==> src/rtl/cfg_regs_pkg.sv <==
// Purpose: shared constants and carriers for the clock buffer config bytes
// Assumes: byte-wide register port from the serial bus engine
// Notes: offsets are byte indices of one continuous map
package cfg_regs_pkg;
   localparam logic [7:0] OFS_RSVD4 = 8'h04;
   localparam logic [7:0] OFS_REV_MAKER = 8'h05;
   localparam logic [7:0] OFS_DEV_TYPE = 8'h06;
   localparam logic [7:0] OFS_RB_LEN = 8'h07;
   localparam logic [7:0] OFS_RSVD8 = 8'h08;
   localparam logic [7:0] OFS_RSVD9 = 8'h09;
   localparam logic [7:0] OFS_RETAIN = 8'h0A;
   localparam logic [7:0] OFS_STOP_FB = 8'h0B;
   localparam logic [7:0] OFS_IMP_LO = 8'h0C;
   localparam logic [7:0] OFS_IMP_HI = 8'h0D;
   // field positions
   localparam int RETAIN_BIT = 6;
   localparam int FEEDBACK_IMPEDANCE_SELECT_LSB = 6;
   localparam int STOP_LSB = 0;
   localparam int PAIR0_IMP_LSB = 2;
   localparam int PAIR1_IMP_LSB = 6;
   localparam int PAIR2_IMP_LSB = 0;
   localparam int PAIR3_IMP_LSB = 4;
   // reset values and the reserved impedance code
   localparam logic [4:0] RB_LEN_RST = 5'h08;
   localparam logic RETAIN_RST = 1'b1;
   localparam logic [1:0] STOP_RST = 2'h0;
   localparam logic [1:0] IMP_100 = 2'h2;
   localparam logic [1:0] IMP_RSVD = 2'h3;
   // stop-state codes
   localparam logic [1:0] STOP_LOW_LOW = 2'h0;
   localparam logic [1:0] STOP_HIZ = 2'h1;
   localparam logic [1:0] STOP_HIGH_LOW = 2'h2;
   localparam logic [1:0] STOP_LOW_HIGH = 2'h3;

   typedef struct packed {
      logic wr;
      logic [7:0] addr;
      logic [7:0] wdata;
   } reg_req_t;

   typedef struct packed {
      logic [7:0] rdata;
      logic [4:0] rb_len;
   } reg_rsp_t;
endpackage

==> src/rtl/clock_buffer_config_regs.sv <==
// Purpose: config bytes 4..13 of a differential clock buffer
// Assumes: serial engine presents one byte access per cycle on req
// Notes: all outputs are registered; pair drive state is a registered decode
`timescale 1ns/1ns
// Notes on behaviour
// [RULE1] byte 5 is read-only: revision code high nibble, maker code low nibble
// [RULE2] byte 6 holds writable 2-bit type and 6-bit identifier
// [RULE3] byte 7 low five bits are read-back length, reset to 8
// [RULE4] block reads return the currently programmed read-back length
// [RULE5] byte 10 bit 6 keeps config on power-down when 1; resets to 1
// [RULE6] stop field: 00 low/low, 01 hiz, 10 high/low, 11 low/high
// [RULE7] each pair and feedback have 2-bit impedance; 11 reserved
// [RULE8] bytes 4, 8, 9 and reserved bits have no effect
// [RULE9] low enable bit forces pair to the programmed stop state
// [RULE10] block read sends length first, then bytes from start index
// [RULE11] writes to read-only and reserved bits are ignored
// [RULE12] host must not write code 11 to an impedance field
module clock_buffer_config_regs #(
   parameter logic [3:0] REVISION_CODE = 4'h0, // arbitrary value
   parameter logic [3:0] MAKER_CODE = 4'h0, // arbitrary value
   parameter logic [1:0] TYPE_RST = 2'h1,
   parameter logic [5:0] PART_ID_RST = 6'h00, // arbitrary value
   parameter logic [1:0] IMP_RST = cfg_regs_pkg::IMP_100
) (
   input wire logic mclk,
   input wire logic resetn,
   input wire cfg_regs_pkg::reg_req_t req,
   input wire logic [3:0] pair_enable,
   input wire logic power_down,
   output cfg_regs_pkg::reg_rsp_t rsp,
   output logic [3:0] pair_true_out,
   output logic [3:0] pair_comp_out,
   output logic [3:0] pair_hiz,
   output logic [9:0] imp_sel,
   output logic config_retain
);
   typedef struct packed {
      logic [7:0] rdata;
      logic [1:0] dev_type;
      logic [5:0] part_id;
      logic [4:0] rb_len;
      logic retain;
      logic [1:0] stop;
      logic [1:0] feedback_impedance_select;
      logic [7:0] pair_imp;
      logic [3:0] t_out;
      logic [3:0] c_out;
      logic [3:0] hiz;
   } state_t;

   state_t st_r;
   state_t st_nxt;

   // reads the addressed byte; reserved bits and bytes read as zero
   function automatic logic [7:0] rd_byte(input state_t s,
                                          input logic [7:0] a);
      logic [7:0] v;
      v = 8'h00;
      unique case (a)
         cfg_regs_pkg::OFS_REV_MAKER: v = {REVISION_CODE, MAKER_CODE}; // RULE1
         cfg_regs_pkg::OFS_DEV_TYPE: v = {s.dev_type, s.part_id}; // RULE2
         cfg_regs_pkg::OFS_RB_LEN: v = {3'h0, s.rb_len}; // RULE3
         cfg_regs_pkg::OFS_RETAIN: v = {1'b0, s.retain, 6'h00}; // RULE5
         cfg_regs_pkg::OFS_STOP_FB: v = {s.feedback_impedance_select, 4'h0, s.stop};
         cfg_regs_pkg::OFS_IMP_LO:
            v = {s.pair_imp[3:2], 2'h0, s.pair_imp[1:0], 2'h0};
         cfg_regs_pkg::OFS_IMP_HI:
            v = {2'h0, s.pair_imp[7:6], 2'h0, s.pair_imp[5:4]};
         default: v = 8'h00; // RULE8
      endcase
      return v;
   endfunction

   // next state: writes, read data and the pair drive decode
   always_comb begin
      st_nxt = st_r;
      if (req.wr) begin
         unique case (req.addr)
            cfg_regs_pkg::OFS_DEV_TYPE: begin
               st_nxt.dev_type = req.wdata[7:6]; // RULE2
               st_nxt.part_id = req.wdata[5:0];
            end
            cfg_regs_pkg::OFS_RB_LEN:
               st_nxt.rb_len = req.wdata[4:0]; // RULE4
            cfg_regs_pkg::OFS_RETAIN:
               st_nxt.retain = req.wdata[cfg_regs_pkg::RETAIN_BIT]; // RULE5
            cfg_regs_pkg::OFS_STOP_FB: begin
               st_nxt.stop = req.wdata[1:0]; // RULE6
               st_nxt.feedback_impedance_select = req.wdata[7:6]; // RULE7
            end
            cfg_regs_pkg::OFS_IMP_LO: begin
               st_nxt.pair_imp[1:0] = req.wdata[3:2]; // RULE7
               st_nxt.pair_imp[3:2] = req.wdata[7:6];
            end
            cfg_regs_pkg::OFS_IMP_HI: begin
               st_nxt.pair_imp[5:4] = req.wdata[1:0];
               st_nxt.pair_imp[7:6] = req.wdata[5:4];
            end
            default: ; // RULE11 read-only, reserved and unmapped bytes
         endcase
      end
      st_nxt.rdata = rd_byte(st_r, req.addr);
      // power-down without retention drops the written configuration
      if (power_down && !st_r.retain) begin // RULE5
         st_nxt.dev_type = TYPE_RST;
         st_nxt.part_id = PART_ID_RST;
         st_nxt.rb_len = cfg_regs_pkg::RB_LEN_RST;
         st_nxt.stop = cfg_regs_pkg::STOP_RST;
         st_nxt.feedback_impedance_select = IMP_RST;
         st_nxt.pair_imp = {4{IMP_RST}};
      end
      // a disabled pair shows the stop state; enabled pairs are left to the
      // analogue driver, so here they only report a static high/low
      for (int i = 0; i < 4; i++) begin
         st_nxt.t_out[i] = 1'b0;
         st_nxt.c_out[i] = 1'b0;
         st_nxt.hiz[i] = 1'b0;
         if (!pair_enable[i]) begin // RULE9
            unique case (st_r.stop) // RULE6
               cfg_regs_pkg::STOP_LOW_LOW: ;
               cfg_regs_pkg::STOP_HIZ: st_nxt.hiz[i] = 1'b1;
               cfg_regs_pkg::STOP_HIGH_LOW: st_nxt.t_out[i] = 1'b1;
               cfg_regs_pkg::STOP_LOW_HIGH: st_nxt.c_out[i] = 1'b1;
            endcase
         end else begin
            st_nxt.t_out[i] = 1'b1;
         end
      end
   end

   // single register stage for all state
   always_ff @(posedge mclk) begin
      if (!resetn) begin
         st_r <= '0;
         st_r.dev_type <= TYPE_RST;
         st_r.part_id <= PART_ID_RST;
         st_r.rb_len <= cfg_regs_pkg::RB_LEN_RST; // RULE3
         st_r.retain <= cfg_regs_pkg::RETAIN_RST; // RULE5
         st_r.stop <= cfg_regs_pkg::STOP_RST; // RULE6
         st_r.feedback_impedance_select <= IMP_RST;
         st_r.pair_imp <= {4{IMP_RST}};
      end else begin
         st_r <= st_nxt;
      end
   end

   // the bus engine sends rb_len as the count byte of a block read
   assign rsp.rdata = st_r.rdata;
   assign rsp.rb_len = st_r.rb_len; // RULE10
   assign pair_true_out = st_r.t_out;
   assign pair_comp_out = st_r.c_out;
   assign pair_hiz = st_r.hiz;
   assign imp_sel = {st_r.feedback_impedance_select, st_r.pair_imp};
   assign config_retain = st_r.retain;

   a_len_reset: assert property (@(posedge mclk) // RULE3
      !resetn |=> rsp.rb_len == cfg_regs_pkg::RB_LEN_RST)
      else $error("read-back length not 8 after reset");
   a_len_write: assert property (@(posedge mclk) disable iff (!resetn) // RULE4
      req.wr && req.addr == cfg_regs_pkg::OFS_RB_LEN && !power_down
      |=> rsp.rb_len == $past(req.wdata[4:0]))
      else $error("read-back length not updated");
   a_rom_read: assert property (@(posedge mclk) disable iff (!resetn) // RULE1
      req.addr == cfg_regs_pkg::OFS_REV_MAKER
      |=> rsp.rdata == {REVISION_CODE, MAKER_CODE})
      else $error("revision byte wrong");
   a_rsvd_read: assert property (@(posedge mclk) disable iff (!resetn) // RULE8
      req.addr == cfg_regs_pkg::OFS_RSVD8 |=> rsp.rdata == 8'h00)
      else $error("reserved byte not zero");
   a_type_write: assert property (@(posedge mclk) disable iff (!resetn) // RULE2
      req.wr && req.addr == cfg_regs_pkg::OFS_DEV_TYPE && !power_down
      ##1 req.addr == cfg_regs_pkg::OFS_DEV_TYPE
      |=> rsp.rdata == $past(req.wdata, 2))
      else $error("type byte readback wrong");
   a_stop_hiz: assert property (@(posedge mclk) disable iff (!resetn) // RULE6
      !pair_enable[0] && st_r.stop == cfg_regs_pkg::STOP_HIZ
      |=> pair_hiz[0] && !pair_true_out[0])
      else $error("pair not high impedance");
   a_stop_force: assert property (@(posedge mclk) disable iff (!resetn) // RULE9
      !pair_enable[1] && st_r.stop == cfg_regs_pkg::STOP_HIGH_LOW
      |=> pair_true_out[1] && !pair_comp_out[1])
      else $error("disabled pair not forced");
   a_retain_pd: assert property (@(posedge mclk) disable iff (!resetn) // RULE5
      power_down && !config_retain
      |=> rsp.rb_len == cfg_regs_pkg::RB_LEN_RST)
      else $error("config not cleared on power-down");
   a_ro_ignore: assert property (@(posedge mclk) disable iff (!resetn) // RULE11
      req.wr && req.addr == cfg_regs_pkg::OFS_RSVD4 && !power_down
      |=> $stable(imp_sel) && $stable(config_retain))
      else $error("reserved write changed state");
   a_imp_write: assert property (@(posedge mclk) disable iff (!resetn) // RULE7
      req.wr && req.addr == cfg_regs_pkg::OFS_STOP_FB && !power_down
      |=> imp_sel[9:8] == $past(req.wdata[7:6]))
      else $error("feedback impedance not written");

   // reset values, checked one edge after the synchronous reset is seen; the type byte read two edges after
   a_retain_reset: assert property (@(posedge mclk) // RULE5
      !resetn |=> config_retain)
      else $error("retention bit not set after reset");
   a_imp_reset: assert property (@(posedge mclk) // RULE7
      !resetn |=> imp_sel == {5{IMP_RST}})
      else $error("impedance codes wrong after reset");
   a_pairs_reset: assert property (@(posedge mclk) // RULE9
      !resetn |=> pair_true_out == 4'h0 && pair_comp_out == 4'h0
      && pair_hiz == 4'h0)
      else $error("pair drive not idle after reset");
   a_type_reset: assert property (@(posedge mclk) // RULE2
      !resetn ##1 resetn && req.addr == cfg_regs_pkg::OFS_DEV_TYPE
      |=> rsp.rdata == {TYPE_RST, PART_ID_RST})
      else $error("type byte wrong after reset");

   // read path: each byte shows the state of the cycle it was addressed in
   a_len_read: assert property (@(posedge mclk) disable iff (!resetn) // RULE3
      req.addr == cfg_regs_pkg::OFS_RB_LEN
      |=> rsp.rdata == {3'h0, $past(rsp.rb_len)})
      else $error("read-back length byte wrong");
   a_len_rsvd: assert property (@(posedge mclk) disable iff (!resetn) // RULE11
      req.addr == cfg_regs_pkg::OFS_RB_LEN |=> rsp.rdata[7:5] == 3'h0)
      else $error("length byte reserved bits set");
   a_rsvd4_read: assert property (@(posedge mclk) disable iff (!resetn) // RULE8
      req.addr == cfg_regs_pkg::OFS_RSVD4 |=> rsp.rdata == 8'h00)
      else $error("reserved byte 4 not zero");
   a_rsvd9_read: assert property (@(posedge mclk) disable iff (!resetn) // RULE8
      req.addr == cfg_regs_pkg::OFS_RSVD9 |=> rsp.rdata == 8'h00)
      else $error("reserved byte 9 not zero");
   a_unmap_read: assert property (@(posedge mclk) disable iff (!resetn) // RULE8
      req.addr > cfg_regs_pkg::OFS_IMP_HI |=> rsp.rdata == 8'h00)
      else $error("unmapped byte not zero");
   a_retain_read: assert property (@(posedge mclk) disable iff (!resetn) // RULE11
      req.addr == cfg_regs_pkg::OFS_RETAIN
      |=> rsp.rdata == {1'b0, $past(config_retain), 6'h00})
      else $error("retention byte readback wrong");

   // write path: each writable field lands one edge after the strobe
   a_retain_write: assert property (@(posedge mclk) disable iff (!resetn) // RULE5
      req.wr && req.addr == cfg_regs_pkg::OFS_RETAIN
      |=> config_retain == $past(req.wdata[6]))
      else $error("retention bit not written");
   a_imp_lo: assert property (@(posedge mclk) disable iff (!resetn) // RULE7
      req.wr && req.addr == cfg_regs_pkg::OFS_IMP_LO && !power_down
      |=> imp_sel[3:0] == {$past(req.wdata[7:6]), $past(req.wdata[3:2])})
      else $error("low pair impedance not written");
   a_imp_hi: assert property (@(posedge mclk) disable iff (!resetn) // RULE7
      req.wr && req.addr == cfg_regs_pkg::OFS_IMP_HI && !power_down
      |=> imp_sel[7:4] == {$past(req.wdata[5:4]), $past(req.wdata[1:0])})
      else $error("high pair impedance not written");
   a_len_hold: assert property (@(posedge mclk) disable iff (!resetn) // RULE4
      !req.wr && !power_down |=> $stable(rsp.rb_len))
      else $error("read-back length moved by itself");

   // power-down: retention keeps the bytes, no retention reloads them
   a_retain_keep: assert property (@(posedge mclk) disable iff (!resetn) // RULE5
      power_down && config_retain && !req.wr
      |=> $stable(imp_sel) && $stable(rsp.rb_len))
      else $error("config lost with retention set");
   a_pd_imp: assert property (@(posedge mclk) disable iff (!resetn) // RULE5
      power_down && !config_retain |=> imp_sel == {5{IMP_RST}})
      else $error("impedance not cleared on power-down");

   // pair drive: enabled pairs run, disabled pairs show the stop code
   a_pair_on: assert property (@(posedge mclk) disable iff (!resetn) // RULE9
      pair_enable[0] |=> pair_true_out[0] && !pair_hiz[0])
      else $error("enabled pair not running");
   a_stop_ll: assert property (@(posedge mclk) disable iff (!resetn) // RULE6
      !pair_enable[2] && st_r.stop == cfg_regs_pkg::STOP_LOW_LOW
      |=> !pair_true_out[2] && !pair_comp_out[2] && !pair_hiz[2])
      else $error("pair not low/low");
   a_stop_hl: assert property (@(posedge mclk) disable iff (!resetn) // RULE9
      !pair_enable[2] && st_r.stop == cfg_regs_pkg::STOP_HIGH_LOW
      |=> pair_true_out[2] && !pair_comp_out[2])
      else $error("pair not high/low");
   a_stop_lh: assert property (@(posedge mclk) disable iff (!resetn) // RULE6
      !pair_enable[3] && st_r.stop == cfg_regs_pkg::STOP_LOW_HIGH
      |=> !pair_true_out[3] && pair_comp_out[3])
      else $error("pair not low/high");
   a_stop_hiz3: assert property (@(posedge mclk) disable iff (!resetn) // RULE6
      !pair_enable[3] && st_r.stop == cfg_regs_pkg::STOP_HIZ
      |=> pair_hiz[3] && !pair_comp_out[3])
      else $error("pair 3 not high impedance");
   a_hiz_quiet: assert property (@(posedge mclk) disable iff (!resetn) // RULE6
      pair_hiz[1] |-> !pair_true_out[1] && !pair_comp_out[1])
      else $error("high impedance pair still driven");
endmodule // clock_buffer_config_regs

==> config.mk <==
export PLATFORM = sky130hd
export DESIGN_NAME = clock_buffer_config_regs
export DESIGN_NICKNAME = d
export VERILOG_FILES = /design/src/rtl/cfg_regs_pkg.sv /design/src/rtl/clock_buffer_config_regs.sv
export SDC_FILE = /design/constraint.sdc
export NUM_CORES = 1
export LEC_CHECK = 0
export BUFFER_PORTS_ARGS = -buffer_cell sky130_fd_sc_hd__buf_4
export CAP_MARGIN = 10
export CORE_MARGIN = 1.5
export CORE_UTILIZATION = 46
export CTS_CLUSTER_DIAMETER = 150
export CTS_CLUSTER_SIZE = 20
export DETAILED_ROUTE_END_ITERATION = 8
export GPL_TIMING_DRIVEN = 0
export PLACE_DENSITY = 0.83
export SLEW_MARGIN = 10
export SYNTH_ARGS = -nofsm -noshare
export SYNTH_HDL_FRONTEND = slang
export SYNTH_SLANG_ARGS = --single-unit
==> constraint.sdc <==
create_clock -name mclk -period 1.8 [get_ports mclk]
set_input_delay 0.09 -clock mclk [delete_from_list [all_inputs] [get_ports mclk]]
set_output_delay 0.09 -clock mclk [all_outputs]
set_load 0.01 [all_outputs]
==> results.ini <==
[routing]
drtIter0Drc=229
avgRoutedWirePerCell_um=13.31
via_count=1740
firstDrtPassIters=4
totalWireLength_um=4524
drtAntennaViolNets=0
viasPerCell=5.118
route.detailed.drc=0

[grt]
antenna_found_initial=0
grt_pass1_vias=1621
grt_usage_pct=19.15
grt_overflow=0
grt_pass1_wl_um=7438
grt_max_degree=14

[timing]
rsz0062_at_grt=no
finalSetupViolations=0
hold_viol_final=0
period_minus_slack_ns=1.675
clock_skew_ns=0.004309
whs_ns=0.01781
period_share_pct=93.08
slew_viol_final=0
tns_ns=0
tightest_slew_ns=0.7984
clock.fmax_ghz=0.5969
slew_headroom_pct=46.37

[cells_and_area]
n_antenna_cell=0
area_growth_pct=31.70
fin_util_pct=62.15
final_area_mm2=0.002688
drive_gt1_share_pct=39.24
finish.net_count=311

[flow_run]
max_cap_viol_count=0

[setup_path]
r2r_cells=3
timing.rr.start=config_retain
r2r_end=st_r[30]
start_kind=primary input
end_kind=register
critical_path_class=in2reg
rrSetupSlack_ns=0.38
crit_required_ns=1.96
arrival_ns=1.84
crit_fanout=7

[logic_synthesis]
yosysSeqAreaShare_pct=45.13
syn_area_mm2=0.002041
synth_common_cells=dfxtp_1, buf_4, nor2_1, mux2i_1, nand2_1
synthArstFlopShare_pct=0
ys.flop_type=dfxtp_1
synth_cells=216
postSynthAreaPerCell_um2=9.448
ys_top_cells_by_area=dfxtp_1, buf_4, mux2i_1
yosysMostFrequentCell=dfxtp_1
ys.warnings.count=0
synth_top_area_cell=dfxtp_1
syn-num-nets=240
synth_cell_types=32
synth_top_area_share_pct=45.13
synth_edf_count=0
ys_seq_elements=46

[die]
die_area_mm2=0.004845
start_util_pct=47.19
die_y_um=69.61
core-area_mm2=0.004324
io-pin-count=60
rows=24
fp.dieW_um=69.61

[power_and_ir_drop]
swShare_pct=22.07
switchingPower_uw=398.1
seqPwrFrac_pct=56.8
p_leak_uw=0.001186
p_clk_share_pct=35.1
power.share.combinational_pct=8.2
power.density_mw_per_mm2=671.2
vdd_ir_drop_max_mv=0.3589
power_uw=1804
power.internal_uw=1406

[clocking]
cts_resized=0
clk_latency_ns=0.30
cts.sinks=46
clockBufferDepth=2
clk_pin_slew_worst_paths_ns=0.08
cts-htree-levels=2
cts_tree=yes
root_buffer=clkbuf_8
cts_buffers=5

[placed_design]
place.port_buffers=58
placedInstanceArea_mm2=0.002541
gp_congestion=0.8534
dp_hpwl_um=3351

[hold_path]
whs_endpoint=imp_sel[7]
worstHoldPathType=in2reg
min-delay-start=req[5]
hold_path_depth=3

[status]
status=completed

-- stage by stage --
step	std cells	worst slack (ns)
CTS	338	0.1265
finish	340	0.1246
floorplan	216	0.06662
global placement	326	-0.1661
global route	340	0.04621
detailed placement	326	-0.1569
-- routing by layer --
layer	global-route usage, %	vias up	wire length [µm]
met1	23.48	794	1867
met5	0	-	0
li1	-	852	-
met3	4.070	15	327
met4	9.150	0	130
met2	31.94	79	2199
-- state kept, by name, summed over array words and instances, names as in the netlist --
| name | count |
|---|---|
| imp_sel | 10 |
| st_r | 10 |
| pair_comp_out | 4 |
| config_retain | 1 |
| pair_hiz | 4 |
| pair_true_out | 4 |
| rsp | 13 |
-- area by class of cell --
cell class / instances / area [µm²]
timing repair buffer: 64 / 490.5
clock inverter: 1 / 5.005
buffer: 42 / 301.5
inverter: 2 / 7.507
sequential: 46 / 920.9
clock buffer: 7 / 86.33
multi-input combinational: 126 / 810.8
fill: 371 / 1637
tap: 52 / 65.06
-- repair_timing --
action / 4_1_cts / 5_1_grt
endpoints found under the hold margin: 8 / 0
buffers inserted: 0 / 2
endpoints found under the setup margin: 0 / 1
hold buffers: 4 / 0
-- worst max-delay path by stage --
stage             from          to  slack [ns]  depth (start not counted)
2_1_floorplan  req[13]  imp_sel[5]        0.07                          6
3_3_place_gp   req[13]    st_r[36]       -0.17                          6
3_5_place_dp   req[13]    st_r[36]       -0.16                          6
4_1_cts        req[13]  imp_sel[5]        0.13                          7
5_1_grt        req[13]  imp_sel[8]        0.05                          5
6_report       req[13]  imp_sel[5]        0.12                          7
-- placed cells by master, fill, tap and decap left out, types with 2 or more instances in the layout --
master / n
nor2_1: 33
nand2_1: 12
a22oi_1: 4
dfxtp_1: 46
clkbuf_1: 5
a32oi_1: 4
o21ai_0: 5
nor3_1: 5
a21oi_1: 5
mux2_2: 6
nor2b_1: 4
nand3b_1: 3
mux2i_1: 18
inv_1: 2
dlygate4sd3_1: 4
a22o_1: 3
clkbuf_8: 6
o21a_1: 5
nand3_1: 7
buf_4: 96
-- worst max-delay path, cell delays in order --
cell and delay (ns):
buf_4 0.11, or4_1 0.54, buf_6 0.16, or4b_1 0.50
clkbuf_2 0.17, mux2i_1 0.18, nand2_1 0.08
-- power groups by stage --
stage / Clock, µW / Sequential [µW] / Combinational (µW)
5_1_grt: 688 / 1020 / 159
6_report: 632 / 1020 / 148
3_5_place_dp: 0 / 1050 / 138
4_1_cts: 643 / 1020 / 145
3_3_place_gp: 0 / 1050 / 136
2_1_floorplan: 0 / 1050 / 62.8
-- logic make-up (layout without fill, tap and decap cells) --
group	after synthesis	in the layout	share of synthesized area (%)
xor gates and xnor gates	1	1	0.4293
buffers and inverters	44	116	15.14
DFF	46	46	45.13
muxes	24	24	12.14
and+or+nand+nor	73	73	17.66
AOI/OAI and AO/OA	28	28	9.503
Note: power is estimated with default switching activity, not from simulation.
